<file path="config.mk">
export PLATFORM = sky130hd
export DESIGN_NAME = lsc_lin_ctrl
export DESIGN_NICKNAME = d
export VERILOG_FILES = /design/src/lsc_pkg.sv /design/src/lsc_break_det.sv /design/src/lsc_lin_ctrl.sv
export SDC_FILE = /design/constraint.sdc
export NUM_CORES = 1
export LEC_CHECK = 0
export BUFFER_PORTS_ARGS = -buffer_cell sky130_fd_sc_hd__buf_2
export CORE_ASPECT_RATIO = 0.6
export CORE_MARGIN = 2
export CORE_UTILIZATION = 45
export DETAILED_ROUTE_END_ITERATION = 16
export GPL_TIMING_DRIVEN = 0
export PLACE_DENSITY = 0.75
export SYNTH_ARGS = -nofsm -noshare
export SYNTH_HDL_FRONTEND = slang
export SYNTH_SLANG_ARGS = --single-unit
</file>
<file path="constraint.sdc">
create_clock -name pclk -period 2.2 [get_ports pclk]
set_input_delay 0.55 -clock pclk [delete_from_list [all_inputs] [get_ports pclk]]
set_output_delay 0.55 -clock pclk [all_outputs]
set_load 0.01 [all_outputs]
</file>
<file path="src/lsc_pkg.sv">
package lsc_pkg;

    // ----------------
    // Register indices (byte address / 4)
    // ----------------
    localparam logic [7:0] LSC_IDX_STATUS   = 8'h48;
    localparam logic [7:0] LSC_IDX_MANTISSA = 8'h4a;
    localparam logic [7:0] LSC_IDX_CTRL2    = 8'h4c;
    localparam logic [7:0] LSC_IDX_CTRL3    = 8'h4d;
    localparam logic [7:0] LSC_IDX_HLEN     = 8'h4e;
    localparam logic [7:0] LSC_IDX_FRACTION = 8'h4f;
    localparam int         LSC_ADDR_W       = 12;

    // ----------------
    // Field positions
    // ----------------
    localparam int LSC_CR2_MUTE   = 1;
    localparam int LSC_CR2_BREAK  = 0;
    localparam int LSC_CR3_DUM    = 7;
    localparam int LSC_CR3_LINE   = 6;
    localparam int LSC_CR3_SLV    = 5;
    localparam int LSC_CR3_ASE    = 4;
    localparam int LSC_CR3_HDM    = 3;
    localparam int LSC_CR3_HIE    = 2;
    localparam int LSC_CR3_HDF    = 1;
    localparam int LSC_CR3_SFS    = 0;

    // ----------------
    // Reset values and codes
    // ----------------
    localparam logic [7:0] LSC_RST_BYTE   = 8'h00;
    localparam logic [3:0] LSC_RST_FRAC   = 4'h0;
    localparam logic [7:0] LSC_HLEN_BREAK = 8'hff;
    localparam logic [7:0] LSC_HLEN_TMO   = 8'h00;
    localparam logic [7:0] LSC_MANT_OFF   = 8'h00;

    // ----------------
    // Bit-time counts
    // ----------------
    localparam logic [3:0] LSC_BRK_MASTER  = 4'hd;  // 13 low bits
    localparam logic [3:0] LSC_BRK_NORMAL  = 4'ha;  // 10 low bits
    localparam logic [3:0] LSC_BRK_DETECT  = 4'hb;  // 11 dominant bits
    localparam int         LSC_HDR_MAX     = 57;
    localparam logic [7:0] LSC_HDR_MAX_QTR = 8'(LSC_HDR_MAX * 4);

    typedef enum logic [1:0] {
        LSC_BRK_IDLE = 2'b00,
        LSC_BRK_WAIT = 2'b01,
        LSC_BRK_SEND = 2'b11
    } lsc_brk_e;

endpackage

</file>
<file path="src/lsc_break_det.sv">
`timescale 1ns/1ps

module lsc_break_det (
    input  wire logic pclk,         // system clock
    input  wire logic presetn,      // async reset, active low
    input  wire logic enable,       // detection armed
    input  wire logic rx_level,     // synchronised receive line
    input  wire logic bit_tick,     // one pulse per bit time
    output logic      break_pulse   // one-cycle pulse on break
);
    import lsc_pkg::*;

    typedef struct packed {
        logic [3:0] cnt;
        logic       fired;
        logic       pulse;
    } lsc_det_s;

    lsc_det_s s_ff;
    lsc_det_s nxt_s;

    // ----------------
    // Count consecutive dominant bit times
    // ----------------
    always_comb begin
        nxt_s       = s_ff;
        nxt_s.pulse = 1'b0;
        if (!enable || rx_level) begin
            nxt_s.cnt   = 4'h0;
            nxt_s.fired = 1'b0;
        end else if (bit_tick && !s_ff.fired) begin
            if (s_ff.cnt == LSC_BRK_DETECT - 4'h1) begin
                nxt_s.pulse = 1'b1;
                nxt_s.fired = 1'b1;
            end else begin
                nxt_s.cnt = s_ff.cnt + 4'h1;
            end
        end
    end

    always_ff @(posedge pclk or negedge presetn) begin
        if (!presetn) begin
            s_ff <= '0;
        end else begin
            s_ff <= nxt_s;
        end
    end

    assign break_pulse = s_ff.pulse;

endmodule

</file>
<file path="src/lsc_lin_ctrl.sv">
// Functional notes
// Mute bit; hardware clears it on wake-up.
// Slave with receive full: mute writes ignored.
// Send-break sends breaks; set then clear sends one.
// Update method 0 loads now, 1 at next character.
// Deferred load without write reloads old divider.
// Enable 0 off; 1/0 master; 1/1 slave.
// Master break is 13 low bit times.
// Slave detects break at 11 dominant bits.
// Slave mode ignores send-break writes.
// Slave maps mantissa and fraction.
// Auto-synch enable turns synch unit on.
// Header method 0 break, 1 identifier; picks wake.
// Header irq enable gates header flag irq.
// Header flag cleared by status access, then ctrl3 read.
// Method 0 flags at break, 1 after identifier.
// Synch state set at break, cleared at synch end.
// Software clear of synch state returns to idle.
// Synch state with auto-synch counts falling edges.
// Mantissa 00h stops serial clocks in slave mode.
// Fraction in sixteenths; upper bits read zero.
// Mantissa write commits divider with fraction.
// Software avoids read-modify-write on divider.
// Header length hidden unless auto-synch or id detect.
// Header length FFh at break, 00h timeout, code at header.
// Length code is 57 minus duration, quarter bits.
// Header length writes are ignored.
`timescale 1ns/1ps

module lsc_lin_ctrl (
    input  wire logic                            pclk,        // clock
    input  wire logic                            presetn,     // reset, low
    input  wire logic                            psel,        // APB select
    input  wire logic                            penable,     // APB enable
    input  wire logic                            pwrite,      // APB write
    input  wire logic [lsc_pkg::LSC_ADDR_W-1:0]  paddr,       // byte addr
    input  wire logic [31:0]                     pwdata,      // write data
    output logic [31:0]                          prdata,      // read data
    output logic                                 pready,      // APB ready
    output logic                                 pslverr,     // unmapped
    input  wire logic                            rxd_pin,     // rx pin
    input  wire logic                            bit_tick,    // bit pulse
    input  wire logic                            rx_full,     // data full
    input  wire logic                            rx_char,     // char pulse
    input  wire logic                            wake_detect, // normal wake
    input  wire logic                            synch_done,  // synch end
    input  wire logic                            ident_done,  // id received
    input  wire logic                            hdr_timeout, // hdr timeout
    input  wire logic [7:0]                      hdr_quarters,// hdr length
    input  wire logic                            asu_load,    // synch load
    input  wire logic [11:0]                     asu_value,   // synch value
    input  wire logic                            tx_word_end, // tx free
    input  wire logic [7:0]                      status_in,   // status bits
    output logic                                 tx_break,    // drive low
    output logic                                 receiver_mute,// mute mode
    output logic                                 header_wake_sel,// method
    output logic                                 asu_enable,  // synch unit
    output logic [11:0]                          baud_divider,// divider
    output logic                                 sci_clk_run, // clocks on
    output logic [3:0]                           synch_edges, // fall count
    output logic                                 header_irq   // interrupt
);
    import lsc_pkg::*;

    typedef struct packed {
        logic       rx_meta;
        logic       rx_sync;
        logic       rx_prev;
        logic [7:0] ctrl2;
        logic [7:0] ctrl3;
        logic [7:0] mant;
        logic [3:0] frac;
        logic [11:0] divider;
        logic [7:0] hlen;
        logic       sr_armed;
        logic       got_synch;
        logic       brk_pend;
        lsc_brk_e   brk_st;
        logic [3:0] brk_bits;
        logic [3:0] edges;
        logic [7:0] rdata;
    } lsc_state_s;

    lsc_state_s s_ff;
    lsc_state_s nxt_s;
    logic       brk_det;
    logic       slave;
    logic       master;
    logic       access;
    logic       mapped;
    logic [7:0] idx;
    logic [3:0] brk_len;

    // ----------------
    // Address decode
    // ----------------
    function automatic logic [7:0] addr_index(
        input logic [LSC_ADDR_W-1:0] a
    );
        return a[9:2];
    endfunction

    function automatic logic is_mapped(
        input logic [LSC_ADDR_W-1:0] a,
        input logic                  slv
    );
        logic [7:0] i;
        i = addr_index(a);
        if (a[1:0] != 2'b00 || a[LSC_ADDR_W-1:10] != '0) begin
            return 1'b0;
        end
        if (i == LSC_IDX_STATUS || i == LSC_IDX_CTRL2
            || i == LSC_IDX_CTRL3) begin
            return 1'b1;
        end
        return slv && (i == LSC_IDX_MANTISSA || i == LSC_IDX_FRACTION
                       || i == LSC_IDX_HLEN);
    endfunction

    assign slave   = s_ff.ctrl3[LSC_CR3_LINE] && s_ff.ctrl3[LSC_CR3_SLV];
    assign master  = s_ff.ctrl3[LSC_CR3_LINE] && !s_ff.ctrl3[LSC_CR3_SLV];
    assign idx     = addr_index(paddr);
    assign mapped  = is_mapped(paddr, slave);
    assign access  = psel && penable;
    assign brk_len = master ? LSC_BRK_MASTER : LSC_BRK_NORMAL;

    // ----------------
    // Break detector
    // ----------------
    lsc_break_det u_break_det (
        .pclk        (pclk),
        .presetn     (presetn),
        .enable      (slave),
        .rx_level    (s_ff.rx_sync),
        .bit_tick    (bit_tick),
        .break_pulse (brk_det)
    );

    // ----------------
    // Next-state logic
    // ----------------
    always_comb begin
        logic [7:0] code;
        code    = 8'h00;
        nxt_s   = s_ff;
        nxt_s.rx_meta = rxd_pin;
        nxt_s.rx_sync = s_ff.rx_meta;
        nxt_s.rx_prev = s_ff.rx_sync;

        // Read data captured in the setup cycle
        if (psel && !penable && !pwrite) begin
            nxt_s.rdata = 8'h00;
            if (mapped) begin
                unique case (idx)
                    LSC_IDX_STATUS:   nxt_s.rdata = status_in;
                    LSC_IDX_CTRL2:    nxt_s.rdata = s_ff.ctrl2;
                    LSC_IDX_CTRL3:    nxt_s.rdata = s_ff.ctrl3;
                    LSC_IDX_MANTISSA: nxt_s.rdata = s_ff.mant;
                    LSC_IDX_FRACTION:
                        nxt_s.rdata = {4'h0, s_ff.frac};
                    LSC_IDX_HLEN: begin
                        if (s_ff.ctrl3[LSC_CR3_ASE]
                            || s_ff.ctrl3[LSC_CR3_HDM]) begin
                            nxt_s.rdata = s_ff.hlen;
                        end
                    end
                    default: nxt_s.rdata = 8'h00;
                endcase
            end
        end

        // Register writes
        if (access && pwrite && mapped) begin
            unique case (idx)
                LSC_IDX_CTRL2: begin
                    nxt_s.ctrl2[7:2] = pwdata[7:2];
                    if (!(slave && rx_full)) begin
                        nxt_s.ctrl2[LSC_CR2_MUTE] = pwdata[LSC_CR2_MUTE];
                    end
                    if (!slave) begin
                        nxt_s.ctrl2[LSC_CR2_BREAK] = pwdata[LSC_CR2_BREAK];
                        if (pwdata[LSC_CR2_BREAK]
                            && !s_ff.ctrl2[LSC_CR2_BREAK]) begin
                            nxt_s.brk_pend = 1'b1;
                        end
                    end
                end
                LSC_IDX_CTRL3: begin
                    nxt_s.ctrl3[7:2] = pwdata[7:2];
                    if (!pwdata[LSC_CR3_SFS]) begin
                        nxt_s.ctrl3[LSC_CR3_SFS] = 1'b0;
                        nxt_s.got_synch          = 1'b0;
                    end
                end
                LSC_IDX_MANTISSA: begin
                    nxt_s.mant = pwdata[7:0];
                    if (!s_ff.ctrl3[LSC_CR3_DUM] && !asu_load) begin
                        nxt_s.divider = {pwdata[7:0], s_ff.frac};
                    end
                end
                LSC_IDX_FRACTION: nxt_s.frac = pwdata[3:0];
                default: ;
            endcase
        end

        // Flag clear: status access, then ctrl3 read
        if (access && mapped && idx == LSC_IDX_STATUS) begin
            nxt_s.sr_armed = 1'b1;
        end
        if (access && !pwrite && mapped && idx == LSC_IDX_CTRL3
            && s_ff.sr_armed) begin
            nxt_s.ctrl3[LSC_CR3_HDF] = 1'b0;
            nxt_s.sr_armed           = 1'b0;
        end

        // Divider updates from the receive side
        if (slave && s_ff.ctrl3[LSC_CR3_ASE] && asu_load) begin
            nxt_s.divider = asu_value;
        end
        if (slave && rx_char && s_ff.ctrl3[LSC_CR3_DUM]) begin
            nxt_s.divider = {nxt_s.mant, nxt_s.frac};
        end
        if (slave && rx_char) begin
            nxt_s.ctrl3[LSC_CR3_DUM] = 1'b0;
        end

        // Wake-up outside slave mode
        if (!slave && wake_detect) begin
            nxt_s.ctrl2[LSC_CR2_MUTE] = 1'b0;
        end

        // Header tracking in slave mode
        if (slave) begin
            if (s_ff.ctrl3[LSC_CR3_SFS] && s_ff.ctrl3[LSC_CR3_ASE]
                && s_ff.rx_prev && !s_ff.rx_sync) begin
                nxt_s.edges = s_ff.edges + 4'h1;
            end
            if (synch_done && s_ff.ctrl3[LSC_CR3_SFS]) begin
                nxt_s.ctrl3[LSC_CR3_SFS] = 1'b0;
                nxt_s.got_synch          = 1'b1;
            end
            if (ident_done && s_ff.got_synch) begin
                code = (hdr_quarters > LSC_HDR_MAX_QTR) ? 8'h00
                       : LSC_HDR_MAX_QTR - hdr_quarters;
                nxt_s.hlen      = code;
                nxt_s.got_synch = 1'b0;
                if (s_ff.ctrl3[LSC_CR3_HDM]) begin
                    nxt_s.ctrl3[LSC_CR3_HDF]  = 1'b1;
                    nxt_s.ctrl2[LSC_CR2_MUTE] = 1'b0;
                end
            end
            if (hdr_timeout) begin
                nxt_s.hlen               = LSC_HLEN_TMO;
                nxt_s.ctrl3[LSC_CR3_SFS] = 1'b0;
                nxt_s.got_synch          = 1'b0;
            end
            if (brk_det) begin
                nxt_s.hlen               = LSC_HLEN_BREAK;
                nxt_s.ctrl3[LSC_CR3_SFS] = 1'b1;
                nxt_s.got_synch          = 1'b0;
                nxt_s.edges              = 4'h0;
                if (!s_ff.ctrl3[LSC_CR3_HDM]) begin
                    nxt_s.ctrl3[LSC_CR3_HDF]  = 1'b1;
                    nxt_s.ctrl2[LSC_CR2_MUTE] = 1'b0;
                end
            end
        end else begin
            nxt_s.got_synch = 1'b0;
        end

        // Break transmitter
        unique case (s_ff.brk_st)
            LSC_BRK_IDLE: begin
                if (!slave && (s_ff.brk_pend
                               || s_ff.ctrl2[LSC_CR2_BREAK])) begin
                    nxt_s.brk_st   = LSC_BRK_WAIT;
                    nxt_s.brk_pend = 1'b0;
                end
            end
            LSC_BRK_WAIT: begin
                if (tx_word_end) begin
                    nxt_s.brk_st   = LSC_BRK_SEND;
                    nxt_s.brk_bits = 4'h0;
                end
            end
            LSC_BRK_SEND: begin
                if (bit_tick) begin
                    if (s_ff.brk_bits == brk_len - 4'h1) begin
                        nxt_s.brk_bits = 4'h0;
                        if (slave || !s_ff.ctrl2[LSC_CR2_BREAK]) begin
                            nxt_s.brk_st = LSC_BRK_IDLE;
                        end
                    end else begin
                        nxt_s.brk_bits = s_ff.brk_bits + 4'h1;
                    end
                end
            end
            default: nxt_s.brk_st = LSC_BRK_IDLE;
        endcase
        if (slave) begin
            nxt_s.brk_pend = 1'b0;
        end
    end

    // ----------------
    // State register
    // ----------------
    always_ff @(posedge pclk or negedge presetn) begin
        if (!presetn) begin
            s_ff         <= '0;
            s_ff.rx_meta <= 1'b1;
            s_ff.rx_sync <= 1'b1;
            s_ff.rx_prev <= 1'b1;
            s_ff.ctrl2   <= LSC_RST_BYTE;
            s_ff.ctrl3   <= LSC_RST_BYTE;
            s_ff.mant    <= LSC_RST_BYTE;
            s_ff.frac    <= LSC_RST_FRAC;
            s_ff.hlen    <= LSC_RST_BYTE;
            s_ff.brk_st  <= LSC_BRK_IDLE;
        end else begin
            s_ff <= nxt_s;
        end
    end

    // ----------------
    // Outputs
    // ----------------
    assign prdata          = {24'h000000, s_ff.rdata};
    assign pready          = penable;
    assign pslverr         = access && !mapped;
    assign tx_break        = (s_ff.brk_st == LSC_BRK_SEND);
    assign receiver_mute   = s_ff.ctrl2[LSC_CR2_MUTE];
    assign header_wake_sel = slave && s_ff.ctrl3[LSC_CR3_HDM];
    assign asu_enable      = slave && s_ff.ctrl3[LSC_CR3_ASE];
    assign baud_divider    = s_ff.divider;
    assign sci_clk_run     = !slave || (s_ff.mant != LSC_MANT_OFF);
    assign synch_edges     = s_ff.edges;
    assign header_irq      = slave && s_ff.ctrl3[LSC_CR3_HIE]
                             && s_ff.ctrl3[LSC_CR3_HDF];

endmodule

</file>
==> impl_metrics.toml <==
[critical_path]
critPathMostFrequentCell = "buf_2"
rr_worst_depth = 7
cp.required_ns = 1.65
arrival_ns = 1.73
critPathTopFamily = "simple AND/OR/NAND/NOR gates"
critPathMaxStageDelay_ns = 0.47
rr_startpoint = "s_ff[58]$_DFFE_PN0P_"
critPathMaxFanout = 5
worst_setup_path_end_kind = "output pin"
r2r_slack_ns = -0.05
critPathBufInv = 2
worstPathCellList = "buf_2 > nand4bb_4 > a2111o_2 > nor2_2 > nor2_1 > buf_2"
start_kind = "input pin"
worstSetupPathType = "input pin to output pin"
cpMaxStageDelayCell = "a2111o_2"
r2r_end = "baud_divider[11]$_DFFE_PN0P_"

[run_status]
status = "complete, but fails checks"
violations = "negative setup slack"

[logic_synthesis]
synthDistinctLibCells = 54
ys_ff_latch = 78
yosys_warnings = 0
postSynthAreaPerCell_um2 = 9.706
synth_flop_cell = "dfrtp_1"
async_reset_ff_frac = 1.000
synth.cell_area_mm2 = 0.004523
syn-instance-count = 466
ys_seq_area_frac = 0.4324
synth_edf_count = 0

[timing]
finalSetupViolCount = 9
maxClockFrequency_mhz = 437.9
worst_slack_ns = -0.08370
hold_viol = 0
relSlewSlack = 0.5498
rsz0062_at_grt = "true"
fin_crit_sh = 1.038
finalMaxSlewViolations = 0
period_minus_slack_ns = 2.284
worstMarginPinSlew_ns = 0.6735
finClkSkew_ns = 0.007052

[global_routing]
grt_pass1_wl_mm = 20.11
grt_max_degree = 53
grt_pass1_vias = 3869
grt_usage = 0.2397
grt_overflow_total = 0
grt_antenna_before_repair = 0

[final_layout]
diodes = 0
fin_area_mm2 = 0.005789
layout_commonest_cell = "buf_2"
layout_common_cells = "buf_2 (94), dfrtp_1 (74), buf_4 (62)"
drive_above_1_share = 0.3810
nets = 696
nFillCells = 876
area_growth_pct = 27.99
utilization = 0.5902

[power]
max-vdd-ir-drop_mv = 0.3433
p_leak_uw = 0.002932
pwr_density_cell_mw_per_mm2 = 585.1

[cts]
clock_sinks = 78
clockBufferDepth = 2
clk_pin_slew_ns = 0.06
clock_latency_ns = 0.34
cts_buffers = 9
clock-root-buffer = "clkbuf_16"
h-tree-depth = 3
cts_tree = "yes"

[route]
vias = 4106
drc_errors = 0
firstDrtPassIters = 5
via_per_inst = 5.519
wl_mm = 13.02
ant_nets = 0
routedWlPerCell_um = 17.50
dr.first_iter.drc_count = 335

[placement]
io_buffer_count = 93
pre_cts_ws_ns = -0.6653
hpwl_mm = 9.789
place_congestion = 0.9766
place_area_mm2 = 0.005283

[die]
num_rows = 28
io-pin-count = 143
coreArea_mm2 = 0.009809
die-area_mm2 = 0.01090
start_util = 0.4611
die_w_um = 133.4
die_h_um = 81.66

[worst_hold_path]
min_path_type = "input pin to async pin"

[flow_run]
maxCapViolCount = 0
==> flip-flops by register name, indices dropped and copies added (netlist names) <==
name and cells:
u_break_det.break_pulse 1, receiver_mute 1, u_break_det.s_ff 5, s_ff 45, prdata 8, synch_edges 4
baud_divider 12, nxt_s 2
==> worst reg2reg max path, stage by stage, from the launching register on <==
cell and delay (ns):
dfrtp_1 0.34, buf_6 0.11, nand2_2 0.05, a2111o_2 0.52
buf_4 0.21, or4b_2 0.66, nand3_1 0.10, o221a_1 0.17
==> cell type report <==
type | count | area, µm² | share of cell area
clock buffer | 11 | 242.7 | 0.04193
inverter | 21 | 78.83 | 0.01362
multi-input combinational | 319 | 2216 | 0.3828
sequential | 78 | 1957 | 0.3380
tap | 135 | 168.9 | 0.02918
timing repair buffer | 106 | 601.8 | 0.1040
clock inverter | 5 | 50.05 | 0.008645
buffer | 69 | 474.2 | 0.08191
==> synth_stat cells (2+ instances only) <==
library cell	n	area share
dfrtp_1	75	0.41
buf_4	49	0.081
a21oi_1	33	0.037
nand2_1	33	0.027
nor2_1	30	0.025
inv_1	21	0.017
mux2_2	20	0.050
clkbuf_1	18	0.015
o21ai_0	18	0.020
nand3_1	15	0.017
a221oi_1	14	0.027
mux2i_1	13	0.029
a32oi_1	8	0.015
nor2b_1	7	0.0097
nor3_1	6	0.0066
a21o_1	5	0.0083
and2_1	5	0.0069
and3_1	5	0.0069
ha_1	5	0.014
o211ai_1	5	0.0083
a22oi_1	4	0.0066
a31oi_1	4	0.0055
nor4_1	4	0.0055
o2bb2a_1	4	0.0089
or3_1	4	0.0055
xnor2_1	4	0.0077
xor2_1	4	0.0077
a211oi_1	3	0.0050
and4_1	3	0.0058
and4b_1	3	0.0066
buf_2	3	0.0033
dfstp_2	3	0.017
mux2_4	3	0.010
nand2b_1	3	0.0041
nand4_1	3	0.0041
nor4b_1	3	0.0058
o221a_1	3	0.0075
or4b_2	3	0.0066
a41oi_1	2	0.0039
or2_2	2	0.0028
or3b_2	2	0.0039
or4_1	2	0.0033
==> logic make-up after synthesis <==
logic type               count (synthesis)  synth area share
AND/OR/NAND/NOR                        137            0.1651
adder cells (fa/ha/maj)                  5           0.01383
buffers and inverters                   92            0.1195
multiplexers                            36           0.08852
other                                    1         0.0008291
XOR/XNOR                                 8           0.01549
AO/OA/AOI/OAI                          109            0.1643
flip-flops                              78            0.4324
==> how the worst max path moves through the flow <==
| stage | start | endpoint | slack, ns | cells past startpoint |
|---|---|---|---|---|
| 2_1_floorplan | paddr[9] | baud_divider[11]$_DFFE_PN0P_ | -0.12 | 6 |
| 3_3_place_gp | paddr[1] | baud_divider[11]$_DFFE_PN0P_ | -0.55 | 7 |
| 3_5_place_dp | paddr[1] | baud_divider[10]$_DFFE_PN0P_ | -0.67 | 6 |
| 4_1_cts | s_ff[58]$_DFFE_PN0P_ | baud_divider[11]$_DFFE_PN0P_ | -0.03 | 7 |
| 5_1_grt | s_ff[58]$_DFFE_PN0P_ | pslverr | -0.12 | 6 |
| 6_report | paddr[6] | pslverr | -0.08 | 6 |
==> report_power, final <==
group | switching (µW) | internal (µW) | total, µW
Sequential | 62.8 | 1490 | 1560
Combinational | 207 | 162 | 369
Clock | 562 | 901 | 1460
==> metrics by stage <==
stage	total power, µW	cells	hold slack, ns	TNS, ns
after CTS	3402	743	0.1376	-0.1325
after floorplan	1766	489	0.2544	-0.3730
after global routing	3510	744	0.1561	-0.7426
after global placement	1914	717	0.3464	-18.61
final	3387	744	0.1360	-0.3801
after detailed placement	1936	718	0.3490	-21.64
==> per-layer routing <==
layer / wire (µm) / GRT usage / part of all wire
met3: 1254 / 0.07963 / 0.096
met4: 190 / 0.06489 / 0.015
met5: 0 / 0 / 0
met2: 5864 / 0.3778 / 0.45
met1: 5712 / 0.3207 / 0.44
==> what timing repair did <==
item | 4_1_cts | 5_1_grt
gates resized for setup | 19 | 17
buffers inserted | 9 | 3
pin swaps | 3 | 2
setup endpoints to repair | 44 | 31
hold buffers | 0 | 0
(Power assumes the default switching activity.)
